`src/logic/lsp_map.svh`:
```
`ifndef LSP_MAP_SVH
`define LSP_MAP_SVH

`define LSP_ADDR_W 8
`define LSP_OFF_CRC_LOW 8'h0A
`define LSP_OFF_CRC_HIGH 8'h0B
`define LSP_OFF_STATUS 8'h0C
`define LSP_OFF_PIN0_CFG 8'h0D

`define LSP_ST_LINK_LOST 4
`define LSP_ST_BIST_ERR 3
`define LSP_ST_TMDS_CLK 2
`define LSP_ST_DES_ERR 1
`define LSP_ST_LINK_DET 0

`define LSP_CFG_REV_MSB 7
`define LSP_CFG_REV_LSB 4
`define LSP_CFG_VALUE 3
`define LSP_CFG_MODE_MSB 2
`define LSP_CFG_MODE_LSB 0

`define LSP_RST_COUNT 16'h0000
`define LSP_RST_BYTE 8'h00
`define LSP_RST_VALUE 1'h0
`define LSP_RST_MODE 3'h0
`define LSP_COUNT_MAX 16'hFFFF
`define LSP_COUNT_ONE 16'h0001

`endif

```
`src/logic/lsp_pkg.sv`:
```
`default_nettype none
package lsp_pkg;

  typedef logic [2:0] lsp_mode_t;

  typedef enum logic [2:0] {
    LSP_FN_INPUT,
    LSP_FN_TRISTATE,
    LSP_FN_GP_OUT,
    LSP_FN_GP_IN,
    LSP_FN_REMOTE_HOLD,
    LSP_FN_REMOTE_DEFAULT
  } lsp_pin_fn_t;

  // Pattern x00 and x10 ignore the top bit
  function automatic lsp_pin_fn_t lsp_decode_mode(input lsp_mode_t mode);
    lsp_pin_fn_t fn;
    fn = LSP_FN_INPUT;
    case (mode)
      3'h0, 3'h4: fn = LSP_FN_INPUT;
      3'h2, 3'h6: fn = LSP_FN_TRISTATE;
      3'h1: fn = LSP_FN_GP_OUT;
      3'h3: fn = LSP_FN_GP_IN;
      3'h5: fn = LSP_FN_REMOTE_HOLD;
      3'h7: fn = LSP_FN_REMOTE_DEFAULT;
      default: fn = LSP_FN_INPUT;
    endcase
    return fn;
  endfunction

endpackage
`default_nettype wire

```
`src/logic/lsp_port_status.sv`:
```
`timescale 1ns/100ps
`default_nettype none
`include "lsp_map.svh"

module lsp_port_status (
  input wire logic i_sys_clk, // System clock
  input wire logic i_rst_n, // Synchronised reset, active low
  input wire logic i_crc_err, // Back-channel CRC error, one-cycle pulse
  input wire logic i_bist_active, // Self-test running on this port
  input wire logic i_bist_start, // Self-test restart pulse
  input wire logic i_link_detect, // Live cable link detect
  input wire logic i_err_reset, // Error-reset control level
  output logic [15:0] o_crc_count, // Back-channel CRC error count
  output logic o_link_lost, // Sticky link lost flag
  output logic o_bist_err, // Sticky self-test CRC error flag
  output logic o_des_err // Sticky normal-mode CRC error flag
);
  logic [15:0] count;
  logic link_lost;
  logic bist_err;
  logic des_err;
  logic link_prev;
  logic [15:0] next_count;
  logic next_link_lost;
  logic next_bist_err;
  logic next_des_err;
  logic loss_evt;

  // Loss of link is the falling edge of link detect
  assign loss_evt = link_prev & ~i_link_detect;

  always_comb begin
    next_count = count;
    if (i_err_reset) begin
      next_count = `LSP_RST_COUNT;
    end
    if (i_crc_err) begin
      if (i_err_reset) begin
        next_count = `LSP_COUNT_ONE;
      end else if (count != `LSP_COUNT_MAX) begin
        next_count = count + `LSP_COUNT_ONE;
      end
    end
    next_link_lost = link_lost;
    if (i_err_reset) begin
      next_link_lost = 1'b0;
    end
    if (loss_evt) begin
      next_link_lost = 1'b1;
    end
    next_bist_err = bist_err;
    if (i_err_reset || loss_evt || i_bist_start) begin
      next_bist_err = 1'b0;
    end
    if (i_crc_err && i_bist_active) begin
      next_bist_err = 1'b1;
    end
    next_des_err = des_err;
    if (i_err_reset || loss_evt) begin
      next_des_err = 1'b0;
    end
    if (i_crc_err && !i_bist_active) begin
      next_des_err = 1'b1;
    end
  end

  always_ff @(posedge i_sys_clk or negedge i_rst_n) begin
    if (!i_rst_n) begin
      count <= `LSP_RST_COUNT;
      link_lost <= 1'b0;
      bist_err <= 1'b0;
      des_err <= 1'b0;
      link_prev <= 1'b0;
    end else begin
      count <= next_count;
      link_lost <= next_link_lost;
      bist_err <= next_bist_err;
      des_err <= next_des_err;
      link_prev <= i_link_detect;
    end
  end

  assign o_crc_count = count;
  assign o_link_lost = link_lost;
  assign o_bist_err = bist_err;
  assign o_des_err = des_err;

endmodule
`default_nettype wire

```
`src/logic/lsp_regs.sv`:
```
`timescale 1ns/100ps
`default_nettype none
`include "lsp_map.svh"

module lsp_regs #(
  parameter logic [3:0] REVISION = 4'h1 // Arbitrary revision value
) (
  input wire logic i_sys_clk, // 40 MHz system clock
  input wire logic i_resetn, // Async reset, active low
  input wire logic [7:0] i_reg_addr, // Register address
  input wire logic i_reg_wr, // Register write strobe
  input wire logic [7:0] i_reg_wdata, // Register write data
  output logic [7:0] o_reg_rdata, // Registered read data
  input wire logic i_second_port_select, // Port 1 select level
  input wire logic i_err_reset, // Error-reset control level
  input wire logic [1:0] i_crc_err, // CRC error pulse per port
  input wire logic [1:0] i_bist_active, // Self-test running per port
  input wire logic [1:0] i_bist_start, // Self-test restart per port
  input wire logic [1:0] i_link_detect, // Link detect per port
  input wire logic i_tmds_clk_valid, // Valid video clock present
  input wire logic i_remote_pin_value, // Pin value from remote side
  input wire logic i_general_pin_zero_in, // Pin level in
  output logic o_general_pin_zero_out, // Pin level out
  output logic o_general_pin_zero_oe_n, // Pin enable, low drives
  output logic o_pin_to_remote, // Sampled pin level for link
  output lsp_pkg::lsp_mode_t o_remote_side_pin_zero_mode, // Port 1 mode
  output logic o_remote_side_pin_zero_value // Port 1 output value
);
  import lsp_pkg::*;

  logic rst_sync1;
  logic rst_n;
  logic [15:0] count [2];
  logic [1:0] link_lost;
  logic [1:0] bist_err;
  logic [1:0] des_err;
  logic sel;

  lsp_mode_t mode_local;
  logic value_local;
  lsp_mode_t mode_remote;
  logic value_remote;
  logic held;
  logic pin_out;
  logic pin_oe_n;
  logic pin_to_remote;
  logic [7:0] rdata;
  lsp_mode_t next_mode_local;
  logic next_value_local;
  lsp_mode_t next_mode_remote;
  logic next_value_remote;
  logic next_held;
  logic next_pin_out;
  logic next_pin_oe_n;
  logic next_pin_to_remote;
  logic [7:0] next_rdata;
  lsp_pin_fn_t fn;
  logic wr_cfg;

  // Config readback: revision nibble over value bit and mode
  function automatic logic [7:0] cfg_byte(input logic value,
                                          input lsp_mode_t mode);
    logic [7:0] b;
    b = `LSP_RST_BYTE;
    b[`LSP_CFG_REV_MSB:`LSP_CFG_REV_LSB] = REVISION;
    b[`LSP_CFG_VALUE] = value;
    b[`LSP_CFG_MODE_MSB:`LSP_CFG_MODE_LSB] = mode;
    return b;
  endfunction

  // One port's status byte; reserved top bits read zero
  function automatic logic [7:0] status_byte(input logic lost,
                                             input logic bist,
                                             input logic tmds,
                                             input logic des,
                                             input logic det);
    logic [7:0] b;
    b = `LSP_RST_BYTE;
    b[`LSP_ST_LINK_LOST] = lost;
    b[`LSP_ST_BIST_ERR] = bist;
    b[`LSP_ST_TMDS_CLK] = tmds;
    b[`LSP_ST_DES_ERR] = des;
    b[`LSP_ST_LINK_DET] = det;
    return b;
  endfunction

  always_ff @(posedge i_sys_clk or negedge i_resetn) begin
    if (!i_resetn) begin
      rst_sync1 <= 1'b0;
      rst_n <= 1'b0;
    end else begin
      rst_sync1 <= 1'b1;
      rst_n <= rst_sync1;
    end
  end

  genvar p;
  generate
    for (p = 0; p < 2; p++) begin : g_port
      lsp_port_status u_status (
        .i_sys_clk(i_sys_clk),
        .i_rst_n(rst_n),
        .i_crc_err(i_crc_err[p]),
        .i_bist_active(i_bist_active[p]),
        .i_bist_start(i_bist_start[p]),
        .i_link_detect(i_link_detect[p]),
        .i_err_reset(i_err_reset),
        .o_crc_count(count[p]),
        .o_link_lost(link_lost[p]),
        .o_bist_err(bist_err[p]),
        .o_des_err(des_err[p])
      );
    end
  endgenerate

  assign sel = i_second_port_select;
  assign fn = lsp_decode_mode(mode_local);
  // Only the config offset takes writes
  assign wr_cfg = i_reg_wr && (i_reg_addr == `LSP_OFF_PIN0_CFG);

  // Configuration registers, local pin and port 1 remote pin
  always_comb begin
    next_mode_local = mode_local;
    next_value_local = value_local;
    next_mode_remote = mode_remote;
    next_value_remote = value_remote;
    if (wr_cfg) begin
      if (sel) begin
        next_mode_remote = i_reg_wdata[`LSP_CFG_MODE_MSB:`LSP_CFG_MODE_LSB];
        next_value_remote = i_reg_wdata[`LSP_CFG_VALUE];
      end else begin
        next_mode_local = i_reg_wdata[`LSP_CFG_MODE_MSB:`LSP_CFG_MODE_LSB];
        next_value_local = i_reg_wdata[`LSP_CFG_VALUE];
      end
    end
  end

  // Local pin drive; remote value tracks only while port 0 link is up
  always_comb begin
    next_held = held;
    if (i_link_detect[0]) begin
      next_held = i_remote_pin_value;
    end
    next_pin_out = 1'b0;
    next_pin_oe_n = 1'b1;
    next_pin_to_remote = pin_to_remote;
    case (fn)
      LSP_FN_INPUT: begin
        next_pin_oe_n = 1'b1;
      end
      LSP_FN_TRISTATE: begin
        next_pin_oe_n = 1'b1;
      end
      LSP_FN_GP_OUT: begin
        next_pin_oe_n = 1'b0;
        next_pin_out = value_local;
      end
      LSP_FN_GP_IN: begin
        next_pin_oe_n = 1'b1;
        next_pin_to_remote = i_general_pin_zero_in;
      end
      LSP_FN_REMOTE_HOLD: begin
        next_pin_oe_n = 1'b0;
        next_pin_out = next_held;
      end
      LSP_FN_REMOTE_DEFAULT: begin
        next_pin_oe_n = 1'b0;
        next_pin_out = i_link_detect[0] ? i_remote_pin_value
                                        : value_local;
      end
      default: begin
        next_pin_oe_n = 1'b1;
      end
    endcase
  end

  // Read path; writes to read-only offsets touch nothing
  always_comb begin
    next_rdata = `LSP_RST_BYTE;
    case (i_reg_addr)
      `LSP_OFF_CRC_LOW: begin
        next_rdata = count[sel][7:0];
      end
      `LSP_OFF_CRC_HIGH: begin
        next_rdata = count[sel][15:8];
      end
      `LSP_OFF_STATUS: begin
        next_rdata = status_byte(link_lost[sel], bist_err[sel],
                                 i_tmds_clk_valid, des_err[sel],
                                 i_link_detect[sel]);
      end
      `LSP_OFF_PIN0_CFG: begin
        next_rdata = sel ? cfg_byte(value_remote, mode_remote)
                         : cfg_byte(value_local, mode_local);
      end
      default: begin
        next_rdata = `LSP_RST_BYTE;
      end
    endcase
  end

  always_ff @(posedge i_sys_clk or negedge rst_n) begin
    if (!rst_n) begin
      mode_local <= `LSP_RST_MODE;
      value_local <= `LSP_RST_VALUE;
      mode_remote <= `LSP_RST_MODE;
      value_remote <= `LSP_RST_VALUE;
    end else begin
      mode_local <= next_mode_local;
      value_local <= next_value_local;
      mode_remote <= next_mode_remote;
      value_remote <= next_value_remote;
    end
  end

  always_ff @(posedge i_sys_clk or negedge rst_n) begin
    if (!rst_n) begin
      held <= 1'b0;
      pin_out <= 1'b0;
      pin_oe_n <= 1'b1;
      pin_to_remote <= 1'b0;
    end else begin
      held <= next_held;
      pin_out <= next_pin_out;
      pin_oe_n <= next_pin_oe_n;
      pin_to_remote <= next_pin_to_remote;
    end
  end

  always_ff @(posedge i_sys_clk or negedge rst_n) begin
    if (!rst_n) begin
      rdata <= `LSP_RST_BYTE;
    end else begin
      rdata <= next_rdata;
    end
  end

  assign o_reg_rdata = rdata;
  assign o_general_pin_zero_out = pin_out;
  assign o_general_pin_zero_oe_n = pin_oe_n;
  assign o_pin_to_remote = pin_to_remote;
  assign o_remote_side_pin_zero_mode = mode_remote;
  assign o_remote_side_pin_zero_value = value_remote;

endmodule
`default_nettype wire

```
`config.mk`:
```
export PLATFORM = sky130hd
export DESIGN_NAME = lsp_regs
export DESIGN_NICKNAME = d
export VERILOG_FILES = /design/src/logic/lsp_pkg.sv /design/src/logic/lsp_port_status.sv /design/src/logic/lsp_regs.sv
export VERILOG_INCLUDE_DIRS = /design/src /design/src/logic
export SDC_FILE = /design/constraint.sdc
export NUM_CORES = 1
export LEC_CHECK = 0
export ABC_AREA = 1
export BUFFER_PORTS_ARGS = -buffer_cell sky130_fd_sc_hd__buf_2
export CORE_AREA = 2 2 115 117
export DETAILED_ROUTE_END_ITERATION = 12
export DIE_AREA = 0 0 117 119
export HOLD_SLACK_MARGIN = 0.08
export PLACE_DENSITY_LB_ADDON = 0.15
export REMOVE_ABC_BUFFERS = 1
export SLEW_MARGIN = 10
export SYNTH_ARGS = -nofsm -noshare
export SYNTH_HDL_FRONTEND = slang
export SYNTH_SLANG_ARGS = --single-unit
```
`constraint.sdc`:
```
create_clock -name i_sys_clk -period 1.76 [get_ports i_sys_clk]
set_clock_uncertainty 0.05 [all_clocks]
set_input_delay 0 -clock i_sys_clk [delete_from_list [all_inputs] [get_ports i_sys_clk]]
set_output_delay 0 -clock i_sys_clk [all_outputs]
set_load 0.005 [all_outputs]
```
# After elaboration in Yosys (flattened, before gate mapping)
# Memory sizes are Yosys's and may differ from the RTL's.
# Index checks and enable logic that the tools add are counted.
# word_totals
n_memories	1
ff_bits	62
wordCells	98
mem_bits_ro	24
in_bits	32
output_inout_bits	15
# mem_list
memory	words	word_bits	rd	rd_ports_with_merged_regs	write_ports	line_no	source
(no name shown)	8	3	1	0	0	lsp_pkg.sv:19	case (mode)
# classes
eq_ne	10
magnitude_cmp	2
muxes	36
bitwise	6
add_sub_neg	2
n_reduce_logical	20
# ops
op	count
16-bit 2-to-1 mux	11
16-bit by 1-bit adder with 16-bit output, second input constant	2
8-bit by 4-bit == test with 1-bit output, second input constant	4
16-bit != test, second input constant	2
8-bit one-hot mux with 4 select lines	1
1-bit 2-to-1 mux	22
2-bit nonzero test	6
3-bit by 2-bit == test with 1-bit output, second input constant	2
3-bit == test, second input constant	2
1-bit logical AND	5
1-bit logical OR	4
4-bit 2-to-1 mux	1
2-bit AND reduction	2
1-bit inverter	3
1-bit one-hot mux with 3 select lines	1
3-bit OR reduction	1
1-bit bitwise AND	2
2-bit greater-or-equal comparator, second input constant	1
1-bit zero test	2
1-bit by 2-bit < comparator with 1-bit output, second input constant	1
1-bit inverter with 2-bit output	1

# Depth between registers and ports, before layout
# logic_depth
word_depth	6
depth_mapped	10
mapped_depth_nobuf	10

# Modules after synthesis
# From an unflattened synthesis, not the netlist that was laid out.
# hier_totals
hier_cells	570
hier_area_um2	3848.7
# modules_own_cells
module	area_each_um2	seq_area_each_um2	n_inst	cells_each
lsp_port_status	1223.7	500.5	2	175
lsp_regs	1401.3	551.8	1	220

# Worst setup path after synthesis
# OpenSTA, ideal clock, no wires.
# synth_timing
kind	flip-flop to flip-flop
from	register g_port[0].u_status.count[1]
to	register g_port[0].u_status.count[1]
synth_period_minus_slack_ns	1.409
arrival_ns	1.242
setup_slack_ns	0.351
t_required_ns	1.593
stages_incl_launch_ff	9
setup_ns	0.117
path_buffers	0
path_cell_list	dfrtp_1 ha_1 inv_1 nor2_4 nand2_4 nor2_4 nor2_1 o21ai_1 nor2_1
# synth_between
elab_chain_len	4
word_cells_on_any_way	6
classes_between	add/sub (1); eq/ne (1); mux (4)
# synth_rtl
element	line_no	source
from (decl)	lsp_port_status.sv:18	logic [15:0] count;
from (signal assigned)	lsp_port_status.sv:69	count <= `LSP_RST_COUNT;
from (signal assigned)	lsp_port_status.sv:75	count <= next_count;
16-bit by 1-bit adder with 16-bit output (no line) (tied with other cells)	n/a	
16-bit 2-to-1 mux	lsp_port_status.sv:40	end else if (count != `LSP_COUNT_MAX) begin
16-bit 2-to-1 mux	lsp_port_status.sv:38	if (i_err_reset) begin
16-bit 2-to-1 mux *	lsp_port_status.sv:37	if (i_crc_err) begin
via g_port[0].u_status.next_count[1]	lsp_port_status.sv:23	logic [15:0] next_count;
# Mark *: on every way through the listed nets, which the timed path passes. The rest lies on a longest branch.
# A chain may end at the register's enable or synchronous reset.

# Worst setup path after layout
# layout_timing
from	input port i_second_port_select
to	register value_remote (netlist: o_remote_side_pin_zero_value)
# layout_between
elab_chain_len	1
# layout_rtl
element	line_no	source
from (decl)	lsp_regs.sv:14	input wire logic i_second_port_select,
2-bit AND reduction (no line)	n/a	
to (signal assigned)	lsp_regs.sv:207	value_remote <= `LSP_RST_VALUE;
to (signal assigned)	lsp_regs.sv:212	value_remote <= next_value_remote;
to (decl)	lsp_regs.sv:42	logic value_remote;
# No other way between the ends.

==> impl_results.md <==
- Total track usage: 0.1627
- Max incr delay on CP: between 0.5 and 0.6 ns
- Hold depth: 4
- Tmin final: 1.637 ns
- Post-synth EDFFs: 0
- Maximum vdd drop: around 0.00045 V
- Worst min path class: in -> reg
- Syn Area/Cell: around 7.1 sq um
- Post-synth top area share: 0.4075
- RSZ-0062 raised after global routing: false
- Post-route insts no fill: a little under 800
- Synth warnings: 0
- Gr ovfl total: 0
- Worst Tran Pin Value: 0.5715 ns
- Reg2Reg Setup Slack: between 0.15 and 0.2 ns
- Antenna Cells: 0
- # IOs: 47
- # nets final: roughly 640
- Port-buffer cells: 42
- Die span in x: around 120 um
- Total CTS buffers: 9
- Vias: around 3600
- Asr flop ratio synth: 1.000
- Crit path DAT: around 1.8 ns
- Syn Inst Count: 524
- XOR/XNOR Fraction of Synth Area: 0
- Hold Startpoint: i_reg_addr[0]
- Initial antenna violation count: 0
- Setup violations, final: 0
- Yosys top cell by area: dfrtp_1
- Largest net degree at the start of global routing: slightly above 60
- Adder-Cell Fraction of Synth Area: 0.006680
- CTS tree: built
- Post-route ant nets: 0
- Max Freq: between 600 and 700 MHz
- Placed cell count: between 700 and 800
- CP startpoint kind: input port
- Status: completed
- Reg2Reg Depth: 8
- RD Place Congestion: approximately 0.86
- Initial DRC count: around 190
- Share of cells above drive strength 1: 0.1905
- Leakage Power: 2.396 nW
- H-tree level count: 3
- Crit Path Category: in -> reg
- Core Region: ~13000 sq um
- Compound-Gate Fraction of Synth Area: 0.08417
- Die height: around 120 um
- R2R Path Start: g_port[0].u_status.o_crc_count[0]
- Post-synthesis mux area share: 0.005678
- Slew Limit Fails: 0
- Synth Area in Simple Gates: 0.4172
- First-pass GRT wire length: 17.25 mm
- Die area: approximately 14000 sq um
- Max-Cap Viols: 0
- Critical-path top delay cell: dlygate4sd3_1
- Hold Violations, Final: 0
- Ys flop type: dfrtp_1
- Most frequent cell after synthesis: nand2_1
- Wirelength per Cell: roughly 14 um
- Critical path required time: around 1.9 ns
- Synthesized cell area: 3746 sq um
- Area grow syn2layout: 29.89%
- DRC: 0
- Rel. slew slack: 0.6155
- Bufs on Longest Clock Path: 2
- Pwr Total: 3.528 mW
- Power per Cell Area: just over 700 nW/um^2
- FF+latch count, synth: 62
- Vias in the first global route: 3397
- Worst path cell trace: dlygate4sd3_1 > buf_2 > buf_6 > nand3_2 > nand2_1 > o21ai_0 > dlygate4sd3_1
- Dpl hpwl: 7.504 mm
- Period utilization: 0.9301
- Row cnt: between 40 and 50
- Skew-Pair Late Insertion Delay: roughly 0.33 ns
- Sequential area share after synthesis: 0.4145
- Crit path top cell by count: dlygate4sd3_1
- Top cells by area, synth: dfrtp_1 (41%), nand2_1 (16%), nor2_1 (7.7%)
- Via density: around 4.6
- Largest family of logic cells by synthesized area: simple AND/OR/NAND/NOR gates
- FF-to-FF End: g_port[0].u_status.o_crc_count[1]
- Crit path capture type: flop
- CP max FO: 28
- Clock sink count: 62
- Final WL: 10.76 mm
- Post-synthesis cell type count: 41
- CTS Root Cell: clkbuf_16
- Initial Util: 0.2910
- Top post-synthesis cells by count: nand2_1 (157), nor2_1 (77), dfrtp_1 (61)
- DRT Pass-1 Iters: 4
- Hold Path Sink: o_reg_rdata[4]
- Clock transition at path regs: 0.05 ns
how the worst max path moves through the flow:
stage                                      start                                 to  slack (ns)  depth (start not counted)
3_3_place_gp   g_port[0].u_status.o_crc_count[1]  g_port[0].u_status.o_crc_count[1]        0.16                          8
6_report                    i_second_port_select       o_remote_side_pin_zero_value        0.12                          7
5_1_grt                     i_second_port_select       o_remote_side_pin_zero_value        0.03                          7
3_5_place_dp   g_port[0].u_status.o_crc_count[1]  g_port[0].u_status.o_crc_count[1]        0.14                          8
2_1_floorplan                              rst_n       g_port[0].u_status.link_prev       -0.14                          0
4_1_cts                     i_second_port_select       o_remote_side_pin_zero_value        0.08                          7
flip-flops by register name (all words and copies together), names as in the netlist, 2 cells and up:
signal                       flops
o_reg_rdata                      8
mode_local                       3
g_port.u_status.link_prev        2
g_port.u_status.o_link_lost      2
o_remote_side_pin_zero_mode      3
g_port.u_status.o_crc_count     32
g_port.u_status.o_des_err        2
g_port.u_status.o_bist_err       2
power by group:
group / switching (mW) / total (mW) / internal (mW)
clock network: 0.631 / 1.69 / 1.06
logic: 0.185 / 0.336 / 0.151
registers: 0.0326 / 1.50 / 1.47
total: 0.848 / 3.53 / 2.68
worst max-delay path: cells and delay by family:
| kind | cells | cell delay [ns] |
|---|---|---|
| AND/OR/NAND/NOR | 2 | 0.27 |
| buffers and inverters | 4 | 1.45 |
| AO/OA/AOI/OAI | 1 | 0.07 |
cell type report:
| type | instances | area [sq um] |
|---|---|---|
| repair buffers | 81 | 638.1 |
| inverters | 55 | 214.0 |
| clock buffers | 13 | 270.3 |
| clock inverters | 3 | 17.52 |
| multi-input cells | 395 | 1951 |
| flip-flops and latches | 62 | 1555 |
| well taps | 176 | 220.2 |
| fillers | 1361 | 8009 |
layer usage:
layer | up-vias | GRT usage | share of wire
met5 | - | 0 | 0
met4 | 0 | 0.07059 | 0.021
met3 | 13 | 0.02901 | 0.037
met2 | 75 | 0.2428 | 0.45
met1 | 1673 | 0.2298 | 0.49
li1 | 1845 | - | -
through the flow:
stage	setup TNS (ns)	util	area (sq um)	setup WS (ns)	hold WS, ns
final	0	0.3779	4866	0.1230	0.09915
after floorplan	-8.399	-	3691	-0.1424	-0.3456
after global routing	0	0.3779	4866	0.02669	0.1170
after detailed placement	0	0.3262	4200	0.1423	-0.2636
after global placement	0	0.3262	4200	0.1637	-0.2645
after CTS	0	0.3696	4758	0.07896	0.09856
timing repair:
| item | in CTS | in global routing |
|---|---|---|
| hold buffers | 27 | 0 |
| gates resized for setup | 0 | 8 |
| endpoints found under the setup margin | 0 | 8 |
| endpoints found under the hold margin | 32 | 0 |
| buffers inserted | 0 | 3 |
cells in the final DEF (no fill, tap or decap), drive strengths merged, types with 15 or more instances in the layout:
cell type and count:
nand3 39, dfrtp 61, dlygate4sd3 27, clkbuf 15, buf 52, inv 52, nand2 170, o21ai 30
nor2 92
kinds of logic after synthesis:
group           Yosys count
buf+inv                  67
compound gates           55
other cells               1
simple gates            335
flops                    62
fa+ha+maj                 2
mux                       2
(Power assumes the default switching activity.)
